[config.mk]
export PLATFORM = sky130hd
export DESIGN_NAME = bct_exec
export DESIGN_NICKNAME = d
export VERILOG_FILES = /design/src/verilog/bct_pkg.sv /design/src/verilog/bct_cond_eval.sv /design/src/verilog/bct_bit_modify.sv /design/src/verilog/bct_exec.sv
export SDC_FILE = /design/constraint.sdc
export NUM_CORES = 1
export LEC_CHECK = 0
export BUFFER_PORTS_ARGS = -buffer_cell sky130_fd_sc_hd__buf_4
export CORE_MARGIN = 1
export CORE_UTILIZATION = 57
export DETAILED_ROUTE_END_ITERATION = 8
export HOLD_SLACK_MARGIN = 0.1
export PLACE_DENSITY = 0.84
export SYNTH_ARGS = -nofsm -noshare
export SYNTH_HDL_FRONTEND = slang
export SYNTH_SLANG_ARGS = --single-unit
[constraint.sdc]
create_clock -name core_clk_i -period 6.4 [get_ports core_clk_i]
set_input_delay 0.64 -clock core_clk_i [delete_from_list [all_inputs] [get_ports core_clk_i]]
set_output_delay 0.64 -clock core_clk_i [all_outputs]
set_load 0.03 [all_outputs]
[src/verilog/bct_pkg.sv]
package bct_pkg;
  // opcode patterns
  localparam logic [3:0] BCC_PREFIX = 4'h6;
  localparam logic [9:0] BTI_STATIC_PAT = 10'h021;
  localparam logic [9:0] BTZ_STATIC_PAT = 10'h022;
  localparam logic [3:0] BIT_DYN_PREFIX = 4'h0;
  localparam logic [2:0] BTI_DYN_OPMODE = 3'h5;
  localparam logic [2:0] BTZ_DYN_OPMODE = 3'h6;
  // displacement width selectors in the low opcode byte
  localparam logic [7:0] DISP_WORD_SEL = 8'h00;
  localparam logic [7:0] DISP_LONG_SEL = 8'hff;
  // condition encodings
  localparam logic [3:0] COND_TRUE = 4'h0;
  localparam logic [3:0] COND_SUBR = 4'h1;
  localparam logic [3:0] COND_HI = 4'h2;
  localparam logic [3:0] COND_LS = 4'h3;
  localparam logic [3:0] COND_CC = 4'h4;
  localparam logic [3:0] COND_CS = 4'h5;
  localparam logic [3:0] COND_NE = 4'h6;
  localparam logic [3:0] COND_EQ = 4'h7;
  localparam logic [3:0] COND_VC = 4'h8;
  localparam logic [3:0] COND_VS = 4'h9;
  localparam logic [3:0] COND_PL = 4'ha;
  localparam logic [3:0] COND_MI = 4'hb;
  localparam logic [3:0] COND_GE = 4'hc;
  localparam logic [3:0] COND_LT = 4'hd;
  localparam logic [3:0] COND_GT = 4'he;
  localparam logic [3:0] COND_LE = 4'hf;
  // effective address modes
  localparam logic [2:0] EA_MODE_DREG = 3'h0;
  localparam logic [2:0] EA_MODE_AREG = 3'h1;
  localparam logic [2:0] EA_MODE_EXT = 3'h7;
  localparam logic [2:0] EA_REG_ABS_W = 3'h0;
  localparam logic [2:0] EA_REG_ABS_L = 3'h1;
  // condition flag positions
  localparam int CCR_X = 4;
  localparam int CCR_N = 3;
  localparam int CCR_Z = 2;
  localparam int CCR_V = 1;
  localparam int CCR_C = 0;
  // address arithmetic
  localparam logic [31:0] PC_STEP = 32'h0000_0002;
  localparam logic [31:0] EXT_NONE = 32'h0000_0000;
  localparam logic [31:0] EXT_WORD_BYTES = 32'h0000_0002;
  localparam logic [31:0] EXT_LONG_BYTES = 32'h0000_0004;
  // reset values
  localparam logic [31:0] WORD32_RESET = 32'h0000_0000;
  localparam logic [15:0] WORD16_RESET = 16'h0000;
  localparam logic [4:0] CCR_RESET = 5'h00;
  typedef enum logic [2:0] {
    ST_IDLE, ST_EXT1, ST_EXT2, ST_BITSRC, ST_DREG, ST_MEM_RD, ST_MEM_WR
  } bct_state_type;
endpackage : bct_pkg

[src/verilog/bct_cond_eval.sv]
`timescale 1ns/10ps
module bct_cond_eval (
  input wire logic [3:0] cond_i, // condition selector
  input wire logic [4:0] ccr_i,  // current flags
  output logic cond_true_o       // selected condition holds
);
  import bct_pkg::*;
  logic n, z, v, c;
  assign n = ccr_i[CCR_N];
  assign z = ccr_i[CCR_Z];
  assign v = ccr_i[CCR_V];
  assign c = ccr_i[CCR_C];
  // evaluate the condition from the flags
  always_comb begin
    case (cond_i)
      COND_TRUE: cond_true_o = 1'b1;
      COND_HI: cond_true_o = ~c & ~z;
      COND_LS: cond_true_o = c | z;
      COND_CC: cond_true_o = ~c;
      COND_CS: cond_true_o = c;
      COND_NE: cond_true_o = ~z;
      COND_EQ: cond_true_o = z;
      COND_VC: cond_true_o = ~v;
      COND_VS: cond_true_o = v;
      COND_PL: cond_true_o = ~n;
      COND_MI: cond_true_o = n;
      COND_GE: cond_true_o = ~(n ^ v);
      COND_LT: cond_true_o = n ^ v;
      COND_GT: cond_true_o = ~(n ^ v) & ~z;
      COND_LE: cond_true_o = z | (n ^ v);
      default: cond_true_o = 1'b0;
    endcase
  end
endmodule : bct_cond_eval

[src/verilog/bct_bit_modify.sv]
`timescale 1ns/10ps
module bct_bit_modify (
  input wire logic [31:0] operand_i, // destination value
  input wire logic [4:0] bitnum_i,   // raw bit number, low bits
  input wire logic is_long_i,        // register destination
  input wire logic clear_i,          // clear instead of invert
  output logic [31:0] result_o,      // modified value
  output logic zero_o                // tested bit was zero
);
  logic [4:0] idx;
  logic [31:0] mask;
  // bit 0 is the lsb; modulo 32 for registers, modulo 8 for bytes
  assign idx = is_long_i ? bitnum_i : {2'b00, bitnum_i[2:0]};
  assign mask = 32'h0000_0001 << idx;
  assign zero_o = ~operand_i[idx];
  assign result_o = clear_i ? (operand_i & ~mask) : (operand_i ^ mask);
endmodule : bct_bit_modify

[src/verilog/bct_exec.sv]
`timescale 1ns/10ps
// Summary of operation
// - branch opcode 0110, condition, 8-bit displacement
// - signed byte displacement, taken only if true
// - displacement 00 fetches 16-bit extension word
// - displacement FF fetches 32-bit long displacement
// - branch to next instruction uses word form
// - invert tests bit, sets zero, complements bit
// - clear tests bit, sets zero, clears bit
// - only zero flag written, others unchanged
// - register destination is 32-bit, modulo 32
// - memory destination is byte read-modify-write, modulo 8
// - bit zero is the least significant
// - bit number from immediate word or register
// - static invert form 0000100001 plus ea
// - dynamic invert form register, opmode 101
// - only data alterable destination modes accepted
// - register destination long, memory destination byte
// - target is opcode address plus two plus displacement
// - condition selector uses published encoding
// - dynamic clear form register, opmode 110
module bct_exec (
  input wire logic core_clk_i,             // core clock
  input wire logic reset_i,                // sync reset, active high
  input wire logic instr_valid_i,          // instruction word offered
  input wire logic [15:0] instr_word_i,    // instruction word
  input wire logic [31:0] instr_addr_i,    // address of offered word
  output logic instr_ready_o,              // word accepted when valid
  input wire logic [4:0] ccr_i,            // flags x n z v c
  output logic [2:0] dreg_sel_o,           // data register index
  input wire logic [31:0] dreg_data_i,     // selected register value
  output logic dreg_we_o,                  // write selected register
  output logic [31:0] dreg_wdata_o,        // register write value
  output logic mem_req_o,                  // operand access request
  output logic mem_we_o,                   // access is a byte write
  output logic [2:0] mem_ea_mode_o,        // ea mode of operand
  output logic [2:0] mem_ea_reg_o,         // ea register of operand
  output logic [7:0] mem_wdata_o,          // byte to write
  input wire logic [7:0] mem_rdata_i,      // byte read
  input wire logic mem_ack_i,              // access done
  output logic ccr_we_o,                   // write flags
  output logic [4:0] ccr_o,                // new flags
  output logic pc_load_o,                  // branch resolved
  output logic branch_taken_o,             // condition was true
  output logic [31:0] pc_target_o,         // next program address
  output logic illegal_o,                  // bad destination mode
  output logic unsupported_o               // word not handled here
);
  import bct_pkg::*;

  bct_state_type state, next_state;
  logic [15:0] op_word, next_op_word;
  logic [31:0] op_addr, next_op_addr;
  logic [15:0] disp_hi, next_disp_hi;
  logic [4:0] bitnum, next_bitnum;
  logic next_instr_ready, next_dreg_we, next_mem_req, next_mem_we;
  logic [2:0] next_dreg_sel, next_mem_ea_mode, next_mem_ea_reg;
  logic [31:0] next_dreg_wdata, next_pc_target;
  logic [7:0] next_mem_wdata;
  logic next_ccr_we, next_pc_load, next_branch_taken, next_illegal, next_unsupported;
  logic [4:0] next_ccr;
  logic zero_hold, next_zero_hold;

  // decode of the offered word
  logic take, w_bcc, w_short, w_bti_s, w_btz_s, w_bit_dyn, w_ea_ok;
  assign take = instr_ready_o & instr_valid_i;
  assign w_bcc = instr_word_i[15:12] == BCC_PREFIX;
  assign w_short = instr_word_i[7:0] != DISP_WORD_SEL && instr_word_i[7:0] != DISP_LONG_SEL;
  assign w_bti_s = instr_word_i[15:6] == BTI_STATIC_PAT;
  assign w_btz_s = instr_word_i[15:6] == BTZ_STATIC_PAT;
  assign w_bit_dyn = instr_word_i[15:12] == BIT_DYN_PREFIX &&
                     (instr_word_i[8:6] == BTI_DYN_OPMODE ||
                      instr_word_i[8:6] == BTZ_DYN_OPMODE);
  // data alterable destinations only
  assign w_ea_ok = instr_word_i[5:3] != EA_MODE_AREG &&
                   (instr_word_i[5:3] != EA_MODE_EXT ||
                    instr_word_i[2:0] == EA_REG_ABS_W ||
                    instr_word_i[2:0] == EA_REG_ABS_L);

  // fields of the held opcode
  logic op_clr, op_long_disp;
  assign op_clr = op_word[15:6] == BTZ_STATIC_PAT || op_word[8:6] == BTZ_DYN_OPMODE;
  assign op_long_disp = op_word[7:0] == DISP_LONG_SEL;

  // condition and bit operation units
  logic cond_true, bm_zero;
  logic [3:0] cond_sel;
  logic [31:0] bm_operand, bm_result;
  assign cond_sel = (state == ST_IDLE) ? instr_word_i[11:8] : op_word[11:8];
  assign bm_operand = (state == ST_DREG) ? dreg_data_i : {24'h00_0000, mem_rdata_i};
  bct_cond_eval u_cond (
    .cond_i(cond_sel),
    .ccr_i(ccr_i),
    .cond_true_o(cond_true)
  );
  bct_bit_modify u_bit (
    .operand_i(bm_operand),
    .bitnum_i(bitnum),
    .is_long_i(state == ST_DREG),
    .clear_i(op_clr),
    .result_o(bm_result),
    .zero_o(bm_zero)
  );

  // sequencing and output next values
  logic res_go, go_operand;
  logic [31:0] res_base, res_disp, res_ext;
  always_comb begin
    next_state = state;
    next_op_word = op_word;
    next_op_addr = op_addr;
    next_disp_hi = disp_hi;
    next_bitnum = bitnum;
    next_dreg_sel = dreg_sel_o;
    next_dreg_we = 1'b0;
    next_dreg_wdata = dreg_wdata_o;
    next_mem_req = mem_req_o;
    next_mem_we = mem_we_o;
    next_mem_ea_mode = mem_ea_mode_o;
    next_mem_ea_reg = mem_ea_reg_o;
    next_mem_wdata = mem_wdata_o;
    next_ccr_we = 1'b0;
    next_ccr = ccr_o;
    next_pc_load = 1'b0;
    next_branch_taken = branch_taken_o;
    next_pc_target = pc_target_o;
    next_illegal = 1'b0;
    next_unsupported = 1'b0;
    next_zero_hold = zero_hold;
    res_go = 1'b0;
    go_operand = 1'b0;
    res_base = op_addr;
    res_disp = WORD32_RESET;
    res_ext = EXT_NONE;
    case (state)
      ST_IDLE: begin
        if (take) begin
          next_op_word = instr_word_i;
          next_op_addr = instr_addr_i;
          next_mem_ea_mode = instr_word_i[5:3];
          next_mem_ea_reg = instr_word_i[2:0];
          if (w_bcc && instr_word_i[11:8] == COND_SUBR) begin
            next_unsupported = 1'b1;
          end else if (w_bcc && w_short) begin
            res_go = 1'b1;
            res_base = instr_addr_i;
            res_disp = {{24{instr_word_i[7]}}, instr_word_i[7:0]};
          end else if (w_bcc) begin
            next_state = ST_EXT1;
          end else if (w_bti_s || w_btz_s || w_bit_dyn) begin
            if (!w_ea_ok) begin
              next_illegal = 1'b1;
            end else if (w_bit_dyn) begin
              next_dreg_sel = instr_word_i[11:9];
              next_state = ST_BITSRC;
            end else begin
              next_state = ST_EXT1;
            end
          end else begin
            next_unsupported = 1'b1;
          end
        end
      end
      ST_EXT1: begin
        if (take) begin
          if (op_word[15:12] == BCC_PREFIX && op_long_disp) begin
            next_disp_hi = instr_word_i;
            next_state = ST_EXT2;
          end else if (op_word[15:12] == BCC_PREFIX) begin
            res_go = 1'b1;
            res_disp = {{16{instr_word_i[15]}}, instr_word_i};
            res_ext = EXT_WORD_BYTES;
          end else begin
            next_bitnum = instr_word_i[4:0];
            go_operand = 1'b1;
          end
        end
      end
      ST_EXT2: begin
        if (take) begin
          res_go = 1'b1;
          res_disp = {disp_hi, instr_word_i};
          res_ext = EXT_LONG_BYTES;
        end
      end
      ST_BITSRC: begin
        next_bitnum = dreg_data_i[4:0];
        go_operand = 1'b1;
      end
      ST_DREG: begin
        next_dreg_we = 1'b1;
        next_dreg_wdata = bm_result;
        next_ccr_we = 1'b1;
        next_ccr = ccr_i;
        next_ccr[CCR_Z] = bm_zero;
        next_state = ST_IDLE;
      end
      ST_MEM_RD: begin
        if (mem_ack_i) begin
          next_mem_wdata = bm_result[7:0];
          next_zero_hold = bm_zero;
          next_mem_we = 1'b1;
          next_state = ST_MEM_WR;
        end
      end
      ST_MEM_WR: begin
        if (mem_ack_i) begin
          next_mem_req = 1'b0;
          next_mem_we = 1'b0;
          next_ccr_we = 1'b1;
          next_ccr = ccr_i;
          next_ccr[CCR_Z] = zero_hold;
          next_state = ST_IDLE;
        end
      end
      default: begin
        next_state = ST_IDLE;
      end
    endcase
    // destination access: register long, memory byte
    if (go_operand) begin
      if (op_word[5:3] == EA_MODE_DREG) begin
        next_dreg_sel = op_word[2:0];
        next_state = ST_DREG;
      end else begin
        next_mem_req = 1'b1;
        next_mem_we = 1'b0;
        next_state = ST_MEM_RD;
      end
    end
    // branch resolution, flags never written here
    if (res_go) begin
      next_pc_load = 1'b1;
      next_branch_taken = cond_true;
      next_pc_target = res_base + PC_STEP + (cond_true ? res_disp : res_ext);
      next_state = ST_IDLE;
    end
    next_instr_ready = next_state == ST_IDLE || next_state == ST_EXT1 ||
                       next_state == ST_EXT2;
  end

  // state and output registers
  always_ff @(posedge core_clk_i) begin
    if (reset_i) begin
      state <= ST_IDLE;
      op_word <= WORD16_RESET;
      op_addr <= WORD32_RESET;
      disp_hi <= WORD16_RESET;
      bitnum <= 5'h00;
      zero_hold <= 1'b0;
      instr_ready_o <= 1'b0;
      dreg_sel_o <= 3'h0;
      dreg_we_o <= 1'b0;
      dreg_wdata_o <= WORD32_RESET;
      mem_req_o <= 1'b0;
      mem_we_o <= 1'b0;
      mem_ea_mode_o <= 3'h0;
      mem_ea_reg_o <= 3'h0;
      mem_wdata_o <= 8'h00;
      ccr_we_o <= 1'b0;
      ccr_o <= CCR_RESET;
      pc_load_o <= 1'b0;
      branch_taken_o <= 1'b0;
      pc_target_o <= WORD32_RESET;
      illegal_o <= 1'b0;
      unsupported_o <= 1'b0;
    end else begin
      state <= next_state;
      op_word <= next_op_word;
      op_addr <= next_op_addr;
      disp_hi <= next_disp_hi;
      bitnum <= next_bitnum;
      zero_hold <= next_zero_hold;
      instr_ready_o <= next_instr_ready;
      dreg_sel_o <= next_dreg_sel;
      dreg_we_o <= next_dreg_we;
      dreg_wdata_o <= next_dreg_wdata;
      mem_req_o <= next_mem_req;
      mem_we_o <= next_mem_we;
      mem_ea_mode_o <= next_mem_ea_mode;
      mem_ea_reg_o <= next_mem_ea_reg;
      mem_wdata_o <= next_mem_wdata;
      ccr_we_o <= next_ccr_we;
      ccr_o <= next_ccr;
      pc_load_o <= next_pc_load;
      branch_taken_o <= next_branch_taken;
      pc_target_o <= next_pc_target;
      illegal_o <= next_illegal;
      unsupported_o <= next_unsupported;
    end
  end
endmodule : bct_exec

Yosys cells after proc, flatten, opt, wreduce, memory -nomap -nowiden
Index checks and enable logic that the tools add are counted.
- add/sub/neg operators: 2
- order comparisons: 1
- equal/unequal tests: 40
- shifts and indexed selects: 1
- mux-type cells: 86
- bitwise logic cells: 18
- reduce and logical (&&, ||, !) cells: 31
- operator list (operator ; count):
    $mux 32 ; 14
    $pmux 32 s3 ; 1
    $mux 3 ; 23
    $add 32x2->32 const B ; 1
    $add 32x32->32 ; 1
    $and 32x32->32 ; 1
    $eq 4x4->1 const B ; 8
    $not 32->32 ; 1
    $shl 1x5->32 const A ; 1
    $xor 32x32->32 ; 1
    $eq 10x6->1 const B ; 3
    $mux 1 ; 28
    $mux 5 ; 5
    $eq 4x3->1 const B ; 6
    $pmux 5 s2 ; 2
    $eq 3x3->1 const B ; 6
    $pmux 1 s15 ; 1
    $pmux 3 s5 ; 1
    $logic_not 3->1 ; 4
    $eq 3x1->1 const B ; 3
    $eq 3x2->1 const B ; 3
    $not 1->1 ; 9
    $eq 4x2->1 const B ; 2
    $eq 8x8->1 const B ; 1
    26 further kinds ; 53
- register bits after elaboration: 168
- bits of input ports: 97
- output and inout bits: 95
- word-level logic and storage cells: 201

Logic depth before layout (Yosys ltp)
Gate-level depths: netlist (run 1).
- depth in word-level cells: 16
- mapped depth: 22
- depth with buffers taken out: 20

Modules after synthesis
A second synthesis (run 1) with hierarchy kept.
- cell total of the unflattened synthesis: 1358
- area, all modules: 10357.4 µm²
- modules (own cells, without submodules) (module ; times used ; cells an instance ; area an instance (µm²) ; seq. area each (µm²)):
    bct_exec ; 1 ; 1156 ; 8967.4 ; 3243.1
    bct_bit_modify ; 1 ; 192 ; 1308.8 ; 0.0
    bct_cond_eval ; 1 ; 10 ; 81.3 ; 0.0

Least setup slack after synthesis (run 1)
No wires, ideal clock.
- kind: input port to flip-flop
- from: in instr_word_i[9]
- to: reg pc_target_o[30]
- library setup time: 117 ps
- arrival time: 5067 ps
- required time: 6283 ps
- slack: 1215 ps
- stages: 17
- path buffers: 3
- cell sequence: clkbuf_1 or4b_2 nand4_1 or4_1 buf_2 clkbuf_1 mux2_2 ha_1 ha_1 o21ai_0 or4b_2 a21oi_1 nor4_1 or4_1 a21oi_1 mux2i_1 nand2_1
- longest elaborated chain between the ends: 7
- elaborated cells between the ends (all ways): 35
- those cells by class: add/sub (2); eq/ne (15); mux (16); reduce/logical (2)
- ends and longest elaborated chain (item ; line ; source):
    start, declared ; bct_exec.sv:26 ; input wire logic [15:0] instr_word_i,
    $eq 4x1->1 ; bct_exec.sv:142 ; if (w_bcc && instr_word_i[11:8] == COND_SUBR) begin
    $logic_and 1x1->1 ; bct_exec.sv:142 ;
    $mux 32 ; bct_exec.sv:142 ;
    $mux 32 ; bct_exec.sv:137 ; if (take) begin
    $mux 32 or $pmux 32 s3 (tied branches) ; bct_exec.sv:135 ; case (state)
    $add 32x2->32 or $mux 32 (tied branches) ; bct_exec.sv:235 ; next_pc_target = res_base + PC_STEP + (cond_true ? res_disp : res_ext);
    $add 32x32->32 ; bct_exec.sv:235 ;
    end signal, assigned ; bct_exec.sv:287 ; pc_target_o <= next_pc_target;
    end, declared ; bct_exec.sv:45 ; output logic [31:0] pc_target_o,
Several ways; a longest one is shown, not always the timed one.
A chain may end at the register's enable or synchronous reset.

Worst setup path in the final report (run 1)
- from: reg state[2]
- to: reg pc_target_o[31]
- longest elaborated chain between the ends: 6
- elaborated cells between the ends (all ways): 27
- those cells by class: add/sub (2); eq/ne (16); mux (7); reduce/logical (2)
- ends and longest elaborated chain (item ; line ; source):
    start, declared ; bct_exec.sv:51 ; bct_state_type state, next_state;
    start signal, assigned ; bct_exec.sv:268 ; state <= next_state;
    branches (longest 6 deep; another with $add 32x2->32) ; -- ;
Several ways; the timed one is not identified.

==> metrics.cfg, run 1 <==
[clock_network]
insertion_delay_ns = 0.43
cts-htree-levels = 4
cts_resized = 0
path_clk_slew_ns = 0.07
cts_tree = built
numClockSinks = 162
cts_made_buffers = 17
clock-root-buffer = clkbuf_16
clk_path_buf_depth = 2
hold_buffers = 0
post-cts-setup-buffers = 0

[pwr]
swShare_pct = 26.5
pwr-share-seq_pct = 44.1
power_density_mw_per_mm2 = 190
p_leak_nw = 5.49
power_mw = 2.35
p_int_mw = 1.73
clockPowerShare_pct = 45.2
switchingPower_mw = 0.623
combPwrFrac_pct = 10.7
ir_drop_mv = 0.187

[drt]
top_layer_used = met4
wire_per_inst_um = 17.4
wl_met1_mm = 12.2
vias_per_cell = 5.96
route.vias.total = 10064
wl_met2_mm = 14.0
route.detailed.drc = 0
dr_wl_met3_mm = 2.13
drt_iter0_markers = 889
detail-route-antenna-nets = 0
drtPass1Iterations = 7
drt-total-wl_mm = 29.4

[timing]
setup_viol = 0
relSlewSlack_pct = 33.6
slew_viol_final = 0
finalHoldViolCount = 0
fmax_ghz = 0.182
tightest_slew_ns = 0.996
fin_skew_ns = 0.00616
min_period_over_period_pct = 85.8
min_period_ns = 5.49
finalSetupTns_ns = 0
rsz0062_at_grt = false

[placement]
dp_hpwl_mm = 21.0
io_buffer_count = 191
dp.cells = 1658
gp_congestion = 0.913

[finish]
antennaDiodeCount = 0
nNetsFinal = 1643
final_common_cell = nand2_1
final_core_util_pct = 70.7
final_cell_mix = 234 x nand2_1, 205 x buf_4, 162 x dfxtp_1
syn_to_final_growth_pct = 20.1
finalNonFillerCells = 1690
drive_gt1_share_pct = 20.5

[synthesis]
synth_area_leaders = dfxtp_1 32%, ha_1 11%, nand2_1 8.5%
synthFlopType = dfxtp_1
syn_avg_cell_area_um2 = 7.78
ys_seq_area_share_pct = 31.5
yosysTopAreaCell = dfxtp_1
yosysWarnings = 0
synthCells = 1321
yosysUniqueCellTypes = 63
synth_nets = 1512
syn_area_mm2 = 0.0103
async_flop_share_pct = 0
synth_edf_count = 0
yosysTopAreaCellShare_pct = 31.5
ys_ff_latch = 162

[grt]
grt_pass1_wl_mm = 46.6
grt_max_degree = 82
grt.overflow.total = 0
antenna_found_initial = 0
track_usage_pct = 31.8
grt_pass1_vias = 9602

[floorplanning]
num_rows = 48
coreArea_mm2 = 0.0175
die-area_mm2 = 0.0186
die_w_um = 136
chipHeight_um = 136
start_util_pct = 58.8
ioPinCount = 192

[setup_path]
required_ns = 6.75
crit_fanout = 15
worst-setup-path-type = reg -> reg
crit_path_end_kind = flop
cp.arrival_ns = 5.84
critPathLaunchType = flop

[job]
cap_violations = 0

[hold_path]
min_path_type = reg -> reg

[outcome]
status = completed

[power groups by stage]
stage               Combinational [mW]  Sequential [mW]  Clock [mW]
floorplan                        0.138             1.06           0
global placement                 0.240             1.06           0
detailed placement               0.245             1.06           0
CTS                              0.247             1.04        1.07
global route                     0.272             1.04        1.11
finish                           0.251             1.04        1.06
[cell families after synthesis]
group                    count (synthesis)  share of synthesized area (%)
buffers and inverters                  113                           4.42
AO/OA/AOI/OAI                          290                           17.1
multiplexers                            79                           8.57
adder cells (fa/ha/maj)                 94                           11.5
XOR/XNOR                                23                           2.09
AND/OR/NAND/NOR                        560                           24.7
flip-flops                             162                           31.5
[metrics by stage]
| step | worst slack, ns | hold WS, ns | cell area [µm²] |
|---|---|---|---|
| global route | 0.521 | 0.461 | 12400 |
| floorplan | 1.22 | 0.433 | 10300 |
| finish | 0.906 | 0.453 | 12400 |
| detailed placement | 0.798 | 0.446 | 11700 |
| global placement | 0.936 | 0.438 | 11700 |
| CTS | 0.958 | 0.450 | 12400 |
[worst max-delay path: stages, from the launching register on]
cell,delay [ns]
dfxtp_1,0.47
nor3_4,0.50
mux2_2,0.40
a22oi_1,0.22
a211oi_1,0.13
xor2_1,0.15
buf_4,0.19
nor4_1,0.31
a31oi_1,0.08
ha_1,0.31
inv_1,0.06
ha_1,0.18
inv_1,0.07
fa_1,0.43
nand2b_1,0.19
a21oi_1,0.32
o211ai_1,0.24
a21oi_1,0.28
nor3_1,0.09
a311oi_1,0.30
xnor3_1,0.26
a211oi_1,0.23
[state kept, by name, indices dropped and copies added (netlist names), 5 cells and up]
signal	count
pc_target_o	32
mem_wdata_o	8
op_word	12
op_addr	32
ccr_o	5
bitnum	5
disp_hi	16
dreg_wdata_o	32
[path summary, 6_finish.rpt]
check | start | slack (ns) | to | depth (start not counted)
worst max register to register | state[2]$_SDFF_PP0_ | 0.91 | pc_target_o[31]$_SDFFE_PP0P_ | 21
worst min register to register | op_addr[13]$_SDFFE_PP0P_ | 0.45 | op_addr[13]$_SDFFE_PP0P_ | 2
worst max-delay path | state[2]$_SDFF_PP0_ | 0.91 | pc_target_o[31]$_SDFFE_PP0P_ | 21
worst min-delay path | op_addr[13]$_SDFFE_PP0P_ | 0.45 | op_addr[13]$_SDFFE_PP0P_ | 2
[cells in the mapped netlist, types with 5 or more instances]
cell type  instances
o21a_1             6
and2_1            26
nor3b_1            8
nor4_1             8
mux2_2            42
a31oi_1           12
or2_2              5
nor2_1           146
a21oi_1          148
nor3_1            37
xor2_1            10
ha_1              93
buf_4              6
xnor2_1           12
a211oi_1          48
o211ai_1           6
or4_1              5
o31ai_1            5
buf_1              8
and3_1            13
nand2_1          234
or3_1              6
clkbuf_1          73
nand4_1            9
o21ai_0           22
nand3_1           28
a21o_1            12
dfxtp_1          162
mux2i_1           34
buf_2              6
o22ai_1            5
nand2b_1          13
inv_1             19
[cell type report]
class / instances / area, µm²
well taps: 225 / 282
inverters: 20 / 75.1
clock inverters: 14 / 174
flip-flops and latches: 162 / 3240
repair buffers: 205 / 1540
multi-input cells: 1046 / 6600
fillers: 1389 / 5130
clock buffers: 18 / 439
[layer usage]
layer  vias up  track usage (%)
met2       406             53.6
met5         -                0
li1       4924                -
met3        73             5.82
met1      4661             39.4
met4         0             14.1
Note: power is estimated with default switching activity, not from simulation.
==> run 2, diff against run 1 <==
--- a/config.mk
+++ b/config.mk
@@ -6,11 +6,14 @@
 export NUM_CORES = 1
 export LEC_CHECK = 0
 export BUFFER_PORTS_ARGS = -buffer_cell sky130_fd_sc_hd__buf_4
+export CORE_ASPECT_RATIO = 1.25
 export CORE_MARGIN = 1
-export CORE_UTILIZATION = 57
+export CORE_UTILIZATION = 58
+export CTS_BUF_LIST = sky130_fd_sc_hd__clkbuf_2
 export DETAILED_ROUTE_END_ITERATION = 8
 export HOLD_SLACK_MARGIN = 0.1
-export PLACE_DENSITY = 0.84
+export PLACE_DENSITY = 0.85
+export RECOVER_POWER = 100
 export SYNTH_ARGS = -nofsm -noshare
 export SYNTH_HDL_FRONTEND = slang
 export SYNTH_SLANG_ARGS = --single-unit
==> run 2 against run 1 <==
The flow now finishes with violations (max-capacitance violations, max-slew violations). Clock power decreased by 42%. Via count up 2.9%. Global-route usage increased by 1.1 points. Sequential share of layout area grew 0.85 points. Total power down 18%. Worst hold slack worse by 0.31 ns. Clock-buffer cell count rose by 1. Critical path type unchanged. Largest cell class unchanged.
==> metrics.cfg, run 2 (same netlist as run 1, synthesis figures left out) <==
[drt]
route.detailed.drc = 0  ; unchanged
drt-total-wl_mm = 30.1  ; was 29.4 mm
vias_per_cell = 6.01  ; was 5.96
wire_per_inst_um = 17.5  ; was 17.4 µm
detail-route-antenna-nets = 0  ; unchanged
drtPass1Iterations = 5  ; was 7
drt_iter0_markers = 895  ; was 889
route.vias.total = 10355  ; was 10064

[finish]
final_core_util_pct = 68.6  ; was 70.7%
final_cell_mix = 234 x nand2_1, 162 x dfxtp_1, 148 x a21oi_1  ; was 234 x nand2_1, 205 x buf_4, 162 x dfxtp_1
reg.largest.list = dreg_wdata_o: 32 flops, op_addr: 32 flops, pc_target_o: 32 flops  ; unchanged
syn_to_final_growth_pct = 16.3  ; was 20.1%
finalNonFillerCells = 1723  ; was 1690
nNetsFinal = 1678  ; was 1643
drive_gt1_share_pct = 12.7  ; was 20.5%
final_common_cell = nand2_1  ; unchanged

[clock_network]
numClockSinks = 162  ; unchanged
path_clk_slew_ns = 0.22  ; was 0.07 ns
cts_tree = built  ; unchanged
hold_buffers = 35  ; was 0
cts-htree-levels = 4  ; unchanged
post-cts-setup-buffers = 0  ; unchanged
cts_made_buffers = 17  ; unchanged
clock-root-buffer = clkbuf_2  ; was clkbuf_16
insertion_delay_ns = 0.78  ; was 0.43 ns
cts_resized = 0  ; unchanged
clk_path_buf_depth = 2  ; unchanged

[job]
cap_violations = 4  ; was 0

[setup_path]
cp_slowest_cell = or4b_2  ; was nor3_4
critPathLaunchType = flop  ; unchanged
cp_num_buf_inv = 1  ; was 3
cp.arrival_ns = 6.36  ; was 5.84 ns
crit_cells = 18  ; was 21
crit_path_frequent_cell = a21oi_1
crit_chain = nor3_4 -> mux2_2 -> a22oi_1 -> a211oi_1 -> xor2_1 -> buf_4 -> nand2_1 -> a21oi_1 -> ha_1 -> ha_1 -> nand4_1 -> or4b_2 -> a21oi_1 -> nor4_1 -> or4_1 -> a21oi_1 -> mux2i_1 -> nand2_1  ; was nor3_4 -> mux2_2 -> a22oi_1 -> a211oi_1 -> xor2_1 -> buf_4 -> nor4_1 -> a31oi_1 -> ha_1 -> inv_1 -> ha_1 -> inv_1 -> fa_1 -> nand2b_1 -> a21oi_1 -> o211ai_1 -> a21oi_1 -> nor3_1 -> a311oi_1 -> xnor3_1 -> a211oi_1
r2r_cells = 18  ; was 21
worst-setup-path-type = reg -> reg  ; unchanged
rr_endpoint = pc_target_o[30]$_SDFFE_PP0P_  ; was pc_target_o[31]$_SDFFE_PP0P_
required_ns = 7.09  ; was 6.75 ns
crit_family = simple AND/OR/NAND/NOR gates  ; was compound AO/OA/AOI/OAI gates
crit_path_end_kind = flop  ; unchanged
crit_fanout = 23  ; was 15
regToRegSetupSlack_ns = 0.74  ; was 0.91 ns
rr_startpoint = state[2]$_SDFF_PP0_  ; unchanged
slowest_delay_ns = 0.69  ; was 0.50 ns

[pwr]
p_int_mw = 1.39  ; was 1.73 mW
p_leak_nw = 5.05  ; was 5.49 nW
combPwrFrac_pct = 13.7  ; was 10.7%
power_density_mw_per_mm2 = 160  ; was 190 mW/mm²
swShare_pct = 27.4  ; was 26.5%
power_mw = 1.92  ; was 2.35 mW
switchingPower_mw = 0.525  ; was 0.623 mW
ir_drop_mv = 0.100  ; was 0.187 mV
pwr-share-seq_pct = 54.2  ; was 44.1%
clockPowerShare_pct = 32.1  ; was 45.2%

[timing]
min_period_ns = 5.66  ; was 5.49 ns
setup_viol = 0  ; unchanged
slew_viol_final = 223  ; was 0
tightest_slew_ns = 3.18  ; was 0.996 ns
finalSetupTns_ns = 0  ; unchanged
whs_ns = 0.147  ; was 0.453 ns
rsz0062_at_grt = false  ; unchanged
fmax_ghz = 0.177  ; was 0.182 GHz
fin_skew_ns = 0.0378  ; was 0.00616 ns
min_period_over_period_pct = 88.5  ; was 85.8%
finalHoldViolCount = 0  ; unchanged
relSlewSlack_pct = -112  ; was 33.6%

[floorplanning]
die-area_mm2 = 0.0183  ; was 0.0186 mm²
ioPinCount = 192  ; unchanged
num_rows = 54  ; was 48
die_w_um = 121  ; was 136 µm
coreArea_mm2 = 0.0174  ; was 0.0175 mm²
chipHeight_um = 151  ; was 136 µm
start_util_pct = 59.0  ; was 58.8%

[grt]
grt_max_degree = 91  ; was 82
grt_pass1_vias = 9765  ; was 9602
track_usage_pct = 32.9  ; was 31.8%
grt_pass1_wl_mm = 47.2  ; was 46.6 mm
antenna_found_initial = 1  ; was 0
grt.overflow.total = 0  ; unchanged

[hold_path]
hold_start = ccr_i[3]  ; was op_addr[13]$_SDFFE_PP0P_
whs_path_depth = 3  ; was 2
holdPathEnd = ccr_o[3]$_SDFFE_PP0P_  ; was op_addr[13]$_SDFFE_PP0P_
min_path_type = in -> reg  ; was reg -> reg

[placement]
io_buffer_count = 191  ; unchanged
gp_congestion = 1.01  ; was 0.913
dp_hpwl_mm = 21.9  ; was 21.0 mm
dp.cells = 1656  ; was 1658

[outcome]
violations = max-capacitance violations, max-slew violations
status = finished, violations left  ; was completed

[run 2: per-stage QoR]
step / setup slack (ns) / instance area [µm²]
after floorplan: 1.22 / 10300
after global placement: 0.761 / 11700
after detailed placement: 0.643 / 11700
after CTS: 0.794 / 12300
after global routing: 0.177 / 12000
final: 0.736 / 12000
[run 2: metal layers]
metal	global-route usage [%]	vias to the layer above	wire length (µm)	share of wire, %
li1	-	4977	-	-
met1	36.8	4769	11400	38
met2	57.5	490	15000	50
met3	6.48	119	2300	7.6
met4	19.7	0	1480	4.9
met5	0	-	0	0
[run 2: how the worst max path moves through the flow]
stage | from | to | slack [ns]
floorplan | instr_word_i[9] | pc_target_o[30]$_SDFFE_PP0P_ | 1.22
global placement | instr_word_i[10] | pc_target_o[30]$_SDFFE_PP0P_ | 0.76
CTS | state[2]$_SDFF_PP0_ | pc_target_o[30]$_SDFFE_PP0P_ | 0.79
global route | state[2]$_SDFF_PP0_ | dreg_wdata_o[1]$_SDFFE_PP0P_ | 0.18
finish | state[2]$_SDFF_PP0_ | pc_target_o[30]$_SDFFE_PP0P_ | 0.74
detailed placement | instr_word_i[10] | pc_target_o[30]$_SDFFE_PP0P_ | 0.64
[run 2: cell type report]
cell class / count / area, µm²
clock inverters: 11 / 164
inverters: 20 / 75.1
fillers: 1557 / 5470
well taps: 224 / 280
flip-flops and latches: 162 / 3240
multi-input cells: 1046 / 6590
diodes: 1 / 2.50
repair buffers: 240 / 1520
clock buffers: 19 / 95.1
[run 2: power by group through the flow]
stage               Sequential [mW]  Clock (mW)  Combinational [mW]
global route                   1.04       0.667               0.283
global placement               1.06           0               0.238
floorplan                      1.06           0               0.138
finish                         1.04       0.616               0.262
detailed placement             1.06           0               0.242
CTS                            1.04       0.628               0.261
[run 2: tightest hold or removal path, cell delays in order]
cell	delay, ns
buf_4	0.14
nand2_1	0.06
a21oi_1	0.06
==> run 3, diff against run 2 <==
--- a/config.mk
+++ b/config.mk
@@ -6,6 +6,7 @@
 export NUM_CORES = 1
 export LEC_CHECK = 0
 export BUFFER_PORTS_ARGS = -buffer_cell sky130_fd_sc_hd__buf_4
+export CAP_MARGIN = 20
 export CORE_ASPECT_RATIO = 1.25
 export CORE_MARGIN = 1
 export CORE_UTILIZATION = 58
==> constraint.sdc (replaced) <==
create_clock -name core_clk_i -period 5.6 [get_ports core_clk_i]
set_input_delay 0.56 -clock core_clk_i [delete_from_list [all_inputs] [get_ports core_clk_i]]
set_output_delay 0.56 -clock core_clk_i [all_outputs]
set_load 0.03 [all_outputs]
==> run 3 against run 2 <==
The run still ends with max-capacitance violations, max-slew violations left. Total power is 15% higher. Die area stayed put. First-iteration DRC count is 4.8% lower. Highest routed layer is now met5. Non-clock buffer count is 27 higher. Global-route usage is 0.54 points higher.
==> metrics.cfg, run 3 (same netlist as run 1, synthesis figures left out) <==
[outcome]
status = finished, violations left  ; unchanged
violations = max-capacitance violations, max-slew violations  ; unchanged

[timing]
whs_ns = 0.158  ; was 0.147 ns
finalSetupTns_ns = 0  ; unchanged
setup_viol = 0  ; unchanged
min_period_ns = 5.34
min_period_over_period_pct = 95.3
finalHoldViolCount = 0  ; unchanged
slew_viol_final = 169  ; was 223
tightest_slew_ns = 2.45  ; was 3.18 ns
rsz0062_at_grt = false  ; unchanged
fin_skew_ns = 0.0201  ; was 0.0378 ns
fmax_ghz = 0.187
relSlewSlack_pct = -63.5  ; was -112%

[hold_path]
hold_start = dreg_data_i[4]  ; was ccr_i[3]
min_path_type = in -> reg  ; unchanged
whs_path_depth = 3  ; unchanged
holdPathEnd = bitnum[4]$_SDFFE_PP0P_  ; was ccr_o[3]$_SDFFE_PP0P_

[floorplanning]
chipHeight_um = 151  ; unchanged
coreArea_mm2 = 0.0174  ; unchanged
start_util_pct = 59.0  ; unchanged
die-area_mm2 = 0.0183  ; unchanged
ioPinCount = 192  ; unchanged
die_w_um = 121  ; unchanged
num_rows = 54  ; unchanged

[grt]
grt_pass1_vias = 10035  ; was 9765
grt_pass1_wl_mm = 48.1  ; was 47.2 mm
antenna_found_initial = 1  ; unchanged
grt_max_degree = 82  ; was 91
track_usage_pct = 33.4  ; was 32.9%
grt_most_used_layer = met2  ; unchanged
gr-usage-met1_pct = 36.9  ; was 36.8%
grtUsageMet3_pct = 6.14  ; was 6.48%
grt.overflow.total = 0  ; unchanged
use_met2_pct = 59.7  ; was 57.5%

[finish]
syn_to_final_growth_pct = 18.8  ; was 16.3%
drive_gt1_share_pct = 13.3  ; was 12.7%
final_cell_mix = 234 x nand2_1, 162 x dfxtp_1, 146 x nor2_1, 146 x a21oi_1, 114 x buf_4  ; was 234 x nand2_1, 162 x dfxtp_1, 148 x a21oi_1
final_area_mm2 = 0.0122  ; was 0.0120 mm²
final_common_cell = nand2_1  ; unchanged
nNetsFinal = 1705  ; was 1678
final_core_util_pct = 70.1  ; was 68.6%
reg.largest.list = dreg_wdata_o: 32 flops, op_addr: 32 flops, pc_target_o: 32 flops  ; unchanged

[drt]
detail-route-antenna-nets = 0  ; unchanged
drtPass1Iterations = 6  ; was 5
drt-total-wl_mm = 30.9  ; was 30.1 mm
wire_per_inst_um = 17.6  ; was 17.5 µm
vias_per_cell = 6.01  ; about the same
route.detailed.drc = 0  ; unchanged
drt_iter0_markers = 852  ; was 895
route.vias.total = 10527  ; was 10355

[setup_path]
cp_slowest_cell = dlygate4sd3_1  ; was or4b_2
cp_num_buf_inv = 3  ; was 1
crit_chain = dlygate4sd3_1 -> clkbuf_1 -> or4_1 -> nor4_1 -> or4_1 -> clkbuf_1 -> a2bb2oi_2 -> a21oi_1 -> ha_1 -> ha_1 -> nand2_1 -> o21ai_0 -> a221oi_1 -> o22ai_1 -> nor3_1 -> a311oi_1 -> xnor3_1 -> a211oi_1  ; was nor3_4 -> mux2_2 -> a22oi_1 -> a211oi_1 -> xor2_1 -> buf_4 -> nand2_1 -> a21oi_1 -> ha_1 -> ha_1 -> nand4_1 -> or4b_2 -> a21oi_1 -> nor4_1 -> or4_1 -> a21oi_1 -> mux2i_1 -> nand2_1
required_ns = 6.27  ; was 7.09 ns
rr_endpoint = pc_target_o[30]$_SDFFE_PP0P_  ; unchanged
regToRegSetupSlack_ns = 0.27  ; was 0.74 ns
critPathLaunchType = input port  ; was flop
slowest_delay_ns = 0.55  ; was 0.69 ns
r2r_cells = 16  ; was 18
crit_family = compound AO/OA/AOI/OAI gates  ; was simple AND/OR/NAND/NOR gates
worst-setup-path-type = in -> reg  ; was reg -> reg
rr_startpoint = state[2]$_SDFF_PP0_  ; unchanged
crit_path_end_kind = flop  ; unchanged
crit_fanout = 10  ; was 23
cp.arrival_ns = 6.01  ; was 6.36 ns

[clock_network]
clock-root-buffer = clkbuf_2  ; unchanged
cts_tree = built  ; unchanged
post-cts-setup-buffers = 0  ; unchanged
cts_made_buffers = 17  ; unchanged
clk_path_buf_depth = 2  ; unchanged
path_clk_slew_ns = 0.22  ; about the same
numClockSinks = 162  ; unchanged
cts-htree-levels = 4  ; unchanged
insertion_delay_ns = 0.74  ; was 0.78 ns

[pwr]
ir_drop_mv = 0.131  ; was 0.100 mV
power_density_mw_per_mm2 = 181  ; was 160 mW/mm²
power_mw = 2.21  ; was 1.92 mW
p_leak_nw = 5.19  ; was 5.05 nW

[placement]
dp_hpwl_mm = 22.2  ; was 21.9 mm
place_area_mm2 = 0.0118  ; was 0.0117 mm²
gp_congestion = 0.976  ; was 1.01
io_buffer_count = 191  ; unchanged

[job]
cap_violations = 4  ; unchanged

run 3: cell types whose count changed in the layout (fill, tap and decap cells not counted), moves of 2 or more:
cell and change:
dlygate4sd3_1 +16, buf_4 +10, a21oi_1 -2, a21oi_2 +2, clkinv_1 +2, mux2_1 -2
mux2_2 +2
run 3: per-stage QoR:
stage,worst slack (ns),cells
final,0.260,1751
after floorplan,0.495,1321
after global placement,0.297,1667
after CTS,0.278,1750
after global routing,0.00634,1750
after detailed placement,0.130,1667
run 3: timing repair:
item	in CTS	in global routing
hold buffers	52	0
endpoints found under the setup margin	0	1
hold endpoints to repair	61	0
gates resized for setup	0	2
run 3: worst max path at each step:
stage	startpoint	end	slack [ns]	cells past startpoint
5_1_grt	state[2]$_SDFF_PP0_	pc_target_o[30]$_SDFFE_PP0P_	0.006	16
3_5_place_dp	instr_word_i[10]	pc_target_o[31]$_SDFFE_PP0P_	0.13	22
2_1_floorplan	instr_word_i[9]	pc_target_o[30]$_SDFFE_PP0P_	0.50	17
3_3_place_gp	instr_word_i[10]	pc_target_o[31]$_SDFFE_PP0P_	0.30	22
4_1_cts	state[2]$_SDFF_PP0_	pc_target_o[31]$_SDFFE_PP0P_	0.28	21
6_report	instr_word_i[0]	pc_target_o[31]$_SDFFE_PP0P_	0.26	18
run 3: power by group:
group / internal, mW / switching [mW]
Clock: 0.289 / 0.416
Sequential: 1.18 / 0.0150
Combinational: 0.140 / 0.175
run 3: layer usage:
layer	wire, µm	vias up
met3	2220	144
met4	1820	2
met1	11800	4848
met2	15000	508
met5	17	-
li1	-	5025
run 3: final cells by class:
cell class                      instances  area, µm²
Antenna cell                            1       2.50
Clock inverter                         12        164
Clock buffer                           19       95.1
Sequential cell                       162       3240
Tap cell                              224        280
Timing Repair Buffer                  267       1760
Multi-Input combinational cell       1046       6600
Inverter                               20       75.1
Fill cell                            1451       5220
run 3: worst reg2reg max path: stages, from the launching register on:
cell	delay, ns
dfxtp_1	0.38
nor3_4	0.48
nand3_2	0.16
or4_1	0.59
buf_4	0.25
or2_2	0.36
a21oi_1	0.24
ha_1	0.27
ha_1	0.38
nand4_1	0.12
or4b_2	0.65
a21oi_1	0.28
nor4_1	0.15
or4_1	0.51
a21oi_1	0.17
mux2i_1	0.21
nand2_1	0.06
